--- config.mk ---
export PLATFORM = sky130hd
export DESIGN_NAME = hsc_cmd_port
export DESIGN_NICKNAME = d
export VERILOG_FILES = /design/src/hsc_pkg.sv /design/src/hsc_link_if.sv /design/src/hsc_cmd_port.sv /design/src/hsc_edge_find.sv
export SDC_FILE = /design/constraint.sdc
export NUM_CORES = 1
export LEC_CHECK = 0
export BUFFER_PORTS_ARGS = -buffer_cell sky130_fd_sc_hd__buf_2
export CORE_MARGIN = 5
export CORE_UTILIZATION = 45
export CTS_BUF_LIST = sky130_fd_sc_hd__clkbuf_16
export CTS_CLUSTER_DIAMETER = 100
export DETAILED_ROUTE_END_ITERATION = 10
export GPL_TIMING_DRIVEN = 1
export PLACE_DENSITY_LB_ADDON = 0.12
export SKIP_LAST_GASP = 1
export SLEW_MARGIN = 5
export SYNTH_ARGS = -nofsm -noshare
export SYNTH_HDL_FRONTEND = slang
export SYNTH_SLANG_ARGS = --single-unit
--- constraint.sdc ---
create_clock -name sys_clk_i -period 2.1 [get_ports sys_clk_i]
set_input_delay 0 -clock sys_clk_i [delete_from_list [all_inputs] [get_ports sys_clk_i]]
set_output_delay 0 -clock sys_clk_i [all_outputs]
set_load 0.005 [all_outputs]
--- src/hsc_pkg.sv ---
// Purpose : constants for the host serial command port
// Assumes : 25 MHz system clock
// Notes   : used by the command port only
`default_nettype none

package hsc_pkg;

  // ---------------------------------------------------------------
  // data layout
  // ---------------------------------------------------------------
  localparam int unsigned BYTE_W      = 8;
  localparam int unsigned BIT_CNT_W   = 3;
  localparam int unsigned BYTE_CNT_W  = 2;
  localparam int unsigned DATA_BYTES  = 2;
  localparam int unsigned DATA_W      = DATA_BYTES * BYTE_W;
  localparam int unsigned SYNC_STAGES = 2;

  // ---------------------------------------------------------------
  // reset values
  // ---------------------------------------------------------------
  localparam logic [BYTE_W-1:0]     BYTE_RST  = 8'h00;
  localparam logic [DATA_W-1:0]     DATA_RST  = 16'h0000;
  localparam logic [BIT_CNT_W-1:0]  BIT_RST   = 3'h0;
  localparam logic [BIT_CNT_W-1:0]  BIT_LAST  = 3'h7;
  localparam logic [BYTE_CNT_W-1:0] CNT_RST   = 2'h0;
  localparam logic [BYTE_CNT_W-1:0] CNT_CMD   = 2'h0;
  localparam logic [BYTE_CNT_W-1:0] CNT_HI    = 2'h1;
  localparam logic [BYTE_CNT_W-1:0] CNT_LO    = 2'h2;
  localparam logic [BYTE_CNT_W-1:0] CNT_SAT   = 2'h3;

  // ---------------------------------------------------------------
  // timing
  // ---------------------------------------------------------------
  localparam int unsigned CLK_KHZ      = 25000;
  localparam int unsigned HIZ_MAX_NS   = 1000;
  localparam int unsigned HIZ_MAX_CYC  = (HIZ_MAX_NS * CLK_KHZ) / 1000000;
  localparam int unsigned CSOFF_MIN_NS = 1000;

  // ---------------------------------------------------------------
  // states
  // ---------------------------------------------------------------
  typedef enum logic [1:0] {
    HSC_IDLE   = 2'b00,
    HSC_ACTIVE = 2'b01
  } hsc_state_e;

endpackage : hsc_pkg

`default_nettype wire
--- src/hsc_link_if.sv ---
// Purpose : carries synchronised link events from edge finder to port
// Assumes : one system clock domain
// Notes   : all members are driven by the edge finder
`default_nettype none

interface hsc_link_if;
  logic sclk_rise;
  logic sclk_fall;
  logic sel;
  logic sel_start;
  logic sel_end;
  logic data;

  modport src (output sclk_rise, output sclk_fall, output sel,
               output sel_start, output sel_end, output data);
  modport snk (input sclk_rise, input sclk_fall, input sel,
               input sel_start, input sel_end, input data);
endinterface : hsc_link_if

`default_nettype wire

--- src/hsc_cmd_port.sv ---
// Purpose : serial command port: takes command bytes, returns replies
// Assumes : host keeps link timing; link clock sampled by sys_clk_i
// Notes   : a command is handed on only when select rises
//
// Summary of operation
// - command then data bytes, MSB first, assembled
// - reply bytes leave MSB first
// - command bits captured on rising clock
// - command handed on only when select rises
// - clock may idle low or high
// - drive reply after clock low; release fast
`default_nettype none

module hsc_cmd_port (
  input  wire logic                          sys_clk_i,
  input  wire logic                          rst_n_i,
  input  wire logic                          serial_clock_i,
  input  wire logic                          chip_select_n_i,
  input  wire logic                          command_data_i,
  output logic                               reply_line_o,
  output logic                               reply_line_oe_o,
  input  wire logic [hsc_pkg::BYTE_W-1:0]    reply_byte_i,
  output logic                               reply_next_o,
  output logic                               cmd_valid_o,
  output logic [hsc_pkg::BYTE_W-1:0]         cmd_byte_o,
  output logic [hsc_pkg::DATA_W-1:0]         cmd_data_o,
  output logic [hsc_pkg::BYTE_CNT_W-1:0]     cmd_data_count_o
);

  hsc_link_if link ();

  hsc_edge_find u_edge (
    .sys_clk_i       (sys_clk_i),
    .rst_n_i         (rst_n_i),
    .serial_clock_i  (serial_clock_i),
    .chip_select_n_i (chip_select_n_i),
    .command_data_i  (command_data_i),
    .link            (link)
  );

  // ---------------------------------------------------------------
  // state
  // ---------------------------------------------------------------
  hsc_pkg::hsc_state_e                 state;
  hsc_pkg::hsc_state_e                 next_state;
  logic [hsc_pkg::BYTE_W-1:0]          shift_in;
  logic [hsc_pkg::BYTE_W-1:0]          next_shift_in;
  logic [hsc_pkg::BIT_CNT_W-1:0]       bit_cnt;
  logic [hsc_pkg::BIT_CNT_W-1:0]       next_bit_cnt;
  logic [hsc_pkg::BYTE_CNT_W-1:0]      byte_cnt;
  logic [hsc_pkg::BYTE_CNT_W-1:0]      next_byte_cnt;
  logic [hsc_pkg::BYTE_W-1:0]          cmd_hold;
  logic [hsc_pkg::BYTE_W-1:0]          next_cmd_hold;
  logic [hsc_pkg::DATA_W-1:0]          data_hold;
  logic [hsc_pkg::DATA_W-1:0]          next_data_hold;
  logic [hsc_pkg::BYTE_W-1:0]          shift_out;
  logic [hsc_pkg::BYTE_W-1:0]          next_shift_out;
  logic                                next_reply_line;
  logic                                next_reply_oe;
  logic                                next_reply_next;
  logic                                next_cmd_valid;
  logic [hsc_pkg::BYTE_W-1:0]          next_cmd_byte;
  logic [hsc_pkg::DATA_W-1:0]          next_cmd_data;
  logic [hsc_pkg::BYTE_CNT_W-1:0]      next_cmd_count;
  logic [hsc_pkg::BYTE_W-1:0]          full_byte;

  // ---------------------------------------------------------------
  // next-state logic
  // ---------------------------------------------------------------
  always_comb
  begin
    next_state      = state;
    next_shift_in   = shift_in;
    next_bit_cnt    = bit_cnt;
    next_byte_cnt   = byte_cnt;
    next_cmd_hold   = cmd_hold;
    next_data_hold  = data_hold;
    next_shift_out  = shift_out;
    next_reply_line = reply_line_o;
    next_reply_oe   = reply_line_oe_o;
    next_reply_next = 1'b0;
    next_cmd_valid  = 1'b0;
    next_cmd_byte   = cmd_byte_o;
    next_cmd_data   = cmd_data_o;
    next_cmd_count  = cmd_data_count_o;
    full_byte       = {shift_in[hsc_pkg::BYTE_W-2:0], link.data};
    case (state)
      hsc_pkg::HSC_IDLE:
      begin
        next_reply_oe = 1'b0;
        if (link.sel_start)
        begin
          next_state     = hsc_pkg::HSC_ACTIVE;
          next_bit_cnt   = hsc_pkg::BIT_RST;
          next_byte_cnt  = hsc_pkg::CNT_RST;
          next_shift_in  = hsc_pkg::BYTE_RST;
          next_shift_out = hsc_pkg::BYTE_RST;
          next_data_hold = hsc_pkg::DATA_RST;
        end
      end
      hsc_pkg::HSC_ACTIVE:
      begin
        if (link.sel_end)
        begin
          // release at once: well inside the allowed high-impedance time
          next_state    = hsc_pkg::HSC_IDLE;
          next_reply_oe = 1'b0;
          // a partial trailing byte is dropped; no command byte means no command
          if (byte_cnt != hsc_pkg::CNT_CMD)
          begin
            next_cmd_valid = 1'b1;
            next_cmd_byte  = cmd_hold;
            next_cmd_data  = data_hold;
            next_cmd_count = (byte_cnt == hsc_pkg::CNT_SAT) ? hsc_pkg::CNT_LO
                           : byte_cnt - hsc_pkg::CNT_HI;
          end
        end
        else
        begin
          if (link.sclk_rise)
          begin
            next_shift_in = full_byte;
            next_bit_cnt  = bit_cnt + 3'h1;
            if (bit_cnt == hsc_pkg::BIT_LAST)
            begin
              case (byte_cnt)
                hsc_pkg::CNT_CMD: next_cmd_hold = full_byte;
                hsc_pkg::CNT_HI:  next_data_hold[hsc_pkg::DATA_W-1:hsc_pkg::BYTE_W] = full_byte;
                hsc_pkg::CNT_LO:  next_data_hold[hsc_pkg::BYTE_W-1:0] = full_byte;
                default:          next_data_hold = data_hold;
              endcase
              if (byte_cnt != hsc_pkg::CNT_SAT)
              begin
                next_byte_cnt = byte_cnt + 2'h1;
              end
            end
          end
          if (link.sclk_fall)
          begin
            next_reply_oe = 1'b1;
            // a reply byte is loaded only once the command byte is in
            if ((bit_cnt == hsc_pkg::BIT_RST) && (byte_cnt != hsc_pkg::CNT_CMD))
            begin
              next_shift_out  = reply_byte_i;
              next_reply_line = reply_byte_i[hsc_pkg::BYTE_W-1];
              next_reply_next = 1'b1;
            end
            else
            begin
              next_shift_out  = {shift_out[hsc_pkg::BYTE_W-2:0], 1'b0};
              next_reply_line = shift_out[hsc_pkg::BYTE_W-2];
            end
          end
        end
      end
      default:
      begin
        next_state    = hsc_pkg::HSC_IDLE;
        next_reply_oe = 1'b0;
      end
    endcase
  end

  // ---------------------------------------------------------------
  // registers
  // ---------------------------------------------------------------
  always_ff @(posedge sys_clk_i)
  begin
    if (!rst_n_i)
    begin
      state            <= hsc_pkg::HSC_IDLE;
      shift_in         <= hsc_pkg::BYTE_RST;
      bit_cnt          <= hsc_pkg::BIT_RST;
      byte_cnt         <= hsc_pkg::CNT_RST;
      cmd_hold         <= hsc_pkg::BYTE_RST;
      data_hold        <= hsc_pkg::DATA_RST;
      shift_out        <= hsc_pkg::BYTE_RST;
      reply_line_o     <= 1'b0;
      reply_line_oe_o  <= 1'b0;
      reply_next_o     <= 1'b0;
      cmd_valid_o      <= 1'b0;
      cmd_byte_o       <= hsc_pkg::BYTE_RST;
      cmd_data_o       <= hsc_pkg::DATA_RST;
      cmd_data_count_o <= hsc_pkg::CNT_RST;
    end
    else
    begin
      state            <= next_state;
      shift_in         <= next_shift_in;
      bit_cnt          <= next_bit_cnt;
      byte_cnt         <= next_byte_cnt;
      cmd_hold         <= next_cmd_hold;
      data_hold        <= next_data_hold;
      shift_out        <= next_shift_out;
      reply_line_o     <= next_reply_line;
      reply_line_oe_o  <= next_reply_oe;
      reply_next_o     <= next_reply_next;
      cmd_valid_o      <= next_cmd_valid;
      cmd_byte_o       <= next_cmd_byte;
      cmd_data_o       <= next_cmd_data;
      cmd_data_count_o <= next_cmd_count;
    end
  end

endmodule : hsc_cmd_port

`default_nettype wire

--- src/hsc_edge_find.sv ---
// Purpose : synchronises link pins and finds clock and select edges
// Assumes : link clock far slower than sys_clk_i
// Notes   : data travels beside the clock so both see the same delay
`default_nettype none

module hsc_edge_find (
  input  wire logic   sys_clk_i,
  input  wire logic   rst_n_i,
  input  wire logic   serial_clock_i,
  input  wire logic   chip_select_n_i,
  input  wire logic   command_data_i,
  hsc_link_if.src     link
);

  // ---------------------------------------------------------------
  // two-flop synchronisers, plus one history stage on clock and select
  // ---------------------------------------------------------------
  logic [2:0] clk_sr;
  logic [2:0] csn_sr;
  logic [1:0] dat_sr;
  logic [2:0] next_clk_sr;
  logic [2:0] next_csn_sr;
  logic [1:0] next_dat_sr;

  always_comb
  begin
    next_clk_sr = {clk_sr[1:0], serial_clock_i};
    next_csn_sr = {csn_sr[1:0], chip_select_n_i};
    next_dat_sr = {dat_sr[0], command_data_i};
  end

  always_ff @(posedge sys_clk_i)
  begin
    if (!rst_n_i)
    begin
      clk_sr <= 3'h0;
      csn_sr <= 3'h7;
      dat_sr <= 2'h0;
    end
    else
    begin
      clk_sr <= next_clk_sr;
      csn_sr <= next_csn_sr;
      dat_sr <= next_dat_sr;
    end
  end

  // either idle level works: only transitions are reported
  assign link.sclk_rise = clk_sr[1] & ~clk_sr[2];
  assign link.sclk_fall = ~clk_sr[1] & clk_sr[2];
  assign link.sel       = ~csn_sr[1];
  assign link.sel_start = ~csn_sr[1] & csn_sr[2];
  assign link.sel_end   = csn_sr[1] & ~csn_sr[2];
  assign link.data      = dat_sr[1];

endmodule : hsc_edge_find

`default_nettype wire

==> run metrics <==
core box area 6422 um^2; antenna-violating nets left 0; post-DR wirelength/cell 14.54 um; internal power 2.638 mW; most frequent cells in the layout dfxtp_1, nand2_1, buf_2; Tmin final 1723 ps; Worst-Skew Late Latency 330 ps; layout net count 388; synth warn 0; CP required 2320 ps; DR iter-0 viols 133; H-Tree Depth 3; RSZ-0062 raised after global routing false; Fin Hold WS 404.0 ps; Net Count, Synth 332; grt ovf 0; Worst-Margin Slew 432.9 ps; Clock Skew 5.301 ps; Crit Path Max Fanout 9; port buffer count 42; chip height 91.76 um; setup_tns 0 ps; CTS Buffer Depth 2; # clock sinks 82; Antenna Cells 0; die area 8419 um^2; DRT Pass-1 Iters 4; first-pass GRT wire length 11300 um; switching pwr 656.6 uW; DR DRC count 0; CTS Root Cell clkbuf_16; via-per-instance ratio 5.200; FILL cells 591; DR vias 2340; final setup vio count 0; final wirelength 6541 um; endpoints failing hold 0; syn_area_per_cell 9.641 um^2; placed insts 421; status complete, no violations; worst hold path class reg -> reg; fin crit share 82.04%; kind of critical path reg -> reg; GRT Util Overall 16.70%; non-filler cells, final 450; initial antenna violation count 0; Initial Utilization 46.83%; CP arrival 1940 ps; CTS resizes 0; largest net degree at the start of global routing 33; Post-CTS Repair Setup Buffers 0; Slew HR 71.08%; commonest non-fill, non-tap cell in the layout dfxtp_1; post-synthesis sequential area ratio 54.58%; Clock Power Share 49.4%; Yosys reg bits 82; register share of total power 47.6%; f_max 0.5804 GHz; Max Cap Violations 0; total CTS buffers 9; HPWL after DPL 4368 um; Worst setup EP type flip-flop; post-synth design cell area 3008 um^2; async set or reset register ratio after synthesis 0%; Cell variety after synth 36; Post-synth top flop dfxtp_1; Hold Buf Count CTS 13; PwrDens 882.6 nW/um^2; clock slew at reported path FFs 60 ps; vias in the first global route 2354; Layout area overhead 24.08%; Synth Instances 312; Die Wd 91.76 um; Leakage 1.466 nW; Worst setup SP type flip-flop; final RePlAce weighted congestion 0.7644; number of synthesized flops with an enable pin 0; CTS tree yes; total I/O pin count 43; VDD IR max 0.5090 mV; Logic pwr share 2.9%; layout cell share with drive strength beyond 1 19.30%; FP Rows 29; worst reg2reg setup slack 380 ps; Slew Viols, Final 0; sw frac 19.93%
## layout make-up
class | count | area [um^2] | share of cell area, %
inverter | 6 | 22.52 | 0.6034
timing repair buffer | 65 | 415.4 | 11.13
clock buffer | 9 | 225.2 | 6.034
sequential | 82 | 1642 | 43.98
clock inverter | 7 | 86.33 | 2.313
tap | 77 | 96.34 | 2.581
multi-input combinational | 204 | 1245 | 33.36
## worst paths after layout
kind	from	to	cells after the start
max reg2reg	byte_cnt[0]	shift_out[6]	6
min reg2reg	u_edge.csn_sr[0]	u_edge.csn_sr[1]	1
min	u_edge.csn_sr[0]	u_edge.csn_sr[1]	1
max	byte_cnt[0]	shift_out[6]	6
## cell usage after synthesis, types with 2 or more instances
cell | count | area (um^2)
a21oi_1 | 30 | 150.1
a22o_1 | 9 | 78.83
a32o_1 | 11 | 110.1
and2_1 | 8 | 50.05
and3_1 | 2 | 12.51
buf_2 | 6 | 30.03
buf_6 | 2 | 22.52
clkbuf_1 | 11 | 41.29
dfxtp_1 | 82 | 1642
ha_1 | 7 | 87.58
inv_1 | 6 | 22.52
mux2i_1 | 7 | 70.07
nand2_1 | 61 | 229.0
nand2b_1 | 5 | 31.28
nand3_1 | 14 | 70.07
nand4_1 | 4 | 25.02
nor2_1 | 4 | 15.01
nor2b_1 | 3 | 18.77
nor3b_1 | 2 | 15.01
o21ai_0 | 15 | 75.07
o21bai_1 | 3 | 22.52
o2bb2ai_1 | 6 | 52.55
## cells by family (layout without fill, tap and decap cells)
family,Yosys count,after routing,share of synthesized area (%)
AOI/OAI and AO/OA,77,77,17.30
adders and majority gates,7,7,2.912
buffers and inverters,26,87,4.035
DFF,82,82,54.58
muxes,8,8,2.704
and+or+nand+nor,112,112,18.47
## flip-flops by register name, summed over array words and instances (netlist names), 7 cells and up
name        count
shift_in        7
data_hold      16
shift_out       7
cmd_data_o     16
cmd_hold        8
cmd_byte_o      8
## critical path, cell delays in order, from the launching register on
cell and delay (ps):
dfxtp_1 400, inv_1 110, ha_1 280, nor3b_1 270, buf_4 260, mux2i_1 210, o2bb2ai_1 70
## power groups by stage
stage | registers, mW | clock network (mW) | logic, mW
after detailed placement | 1.60 | 0 | 0.0780
after floorplan | 1.60 | 0 | 0.0498
after CTS | 1.57 | 1.66 | 0.0968
after global routing | 1.57 | 1.74 | 0.107
after global placement | 1.60 | 0 | 0.0771
final | 1.57 | 1.63 | 0.0962
## per-layer routing
layer | vias up | GRT usage (%) | part of all wire, %
met4 | 0 | 6.064 | 1.4
met5 | - | 0 | 0
met2 | 49 | 24.95 | 44
met3 | 9 | 4.910 | 5.3
li1 | 1208 | - | -
met1 | 1074 | 22.92 | 49
## stage by stage
step | total power [mW] | area, um^2 | setup slack [ps] | utilization (%)
after floorplan | 1.651 | 3008 | 587.4 | -
after global placement | 1.681 | 3291 | 441.8 | 51.24
after detailed placement | 1.682 | 3291 | 418.7 | 51.24
after CTS | 3.327 | 3732 | 348.8 | 58.11
after global routing | 3.412 | 3732 | 261.2 | 58.11
final | 3.294 | 3732 | 377.2 | 58.11
(Power assumes the default switching activity.)
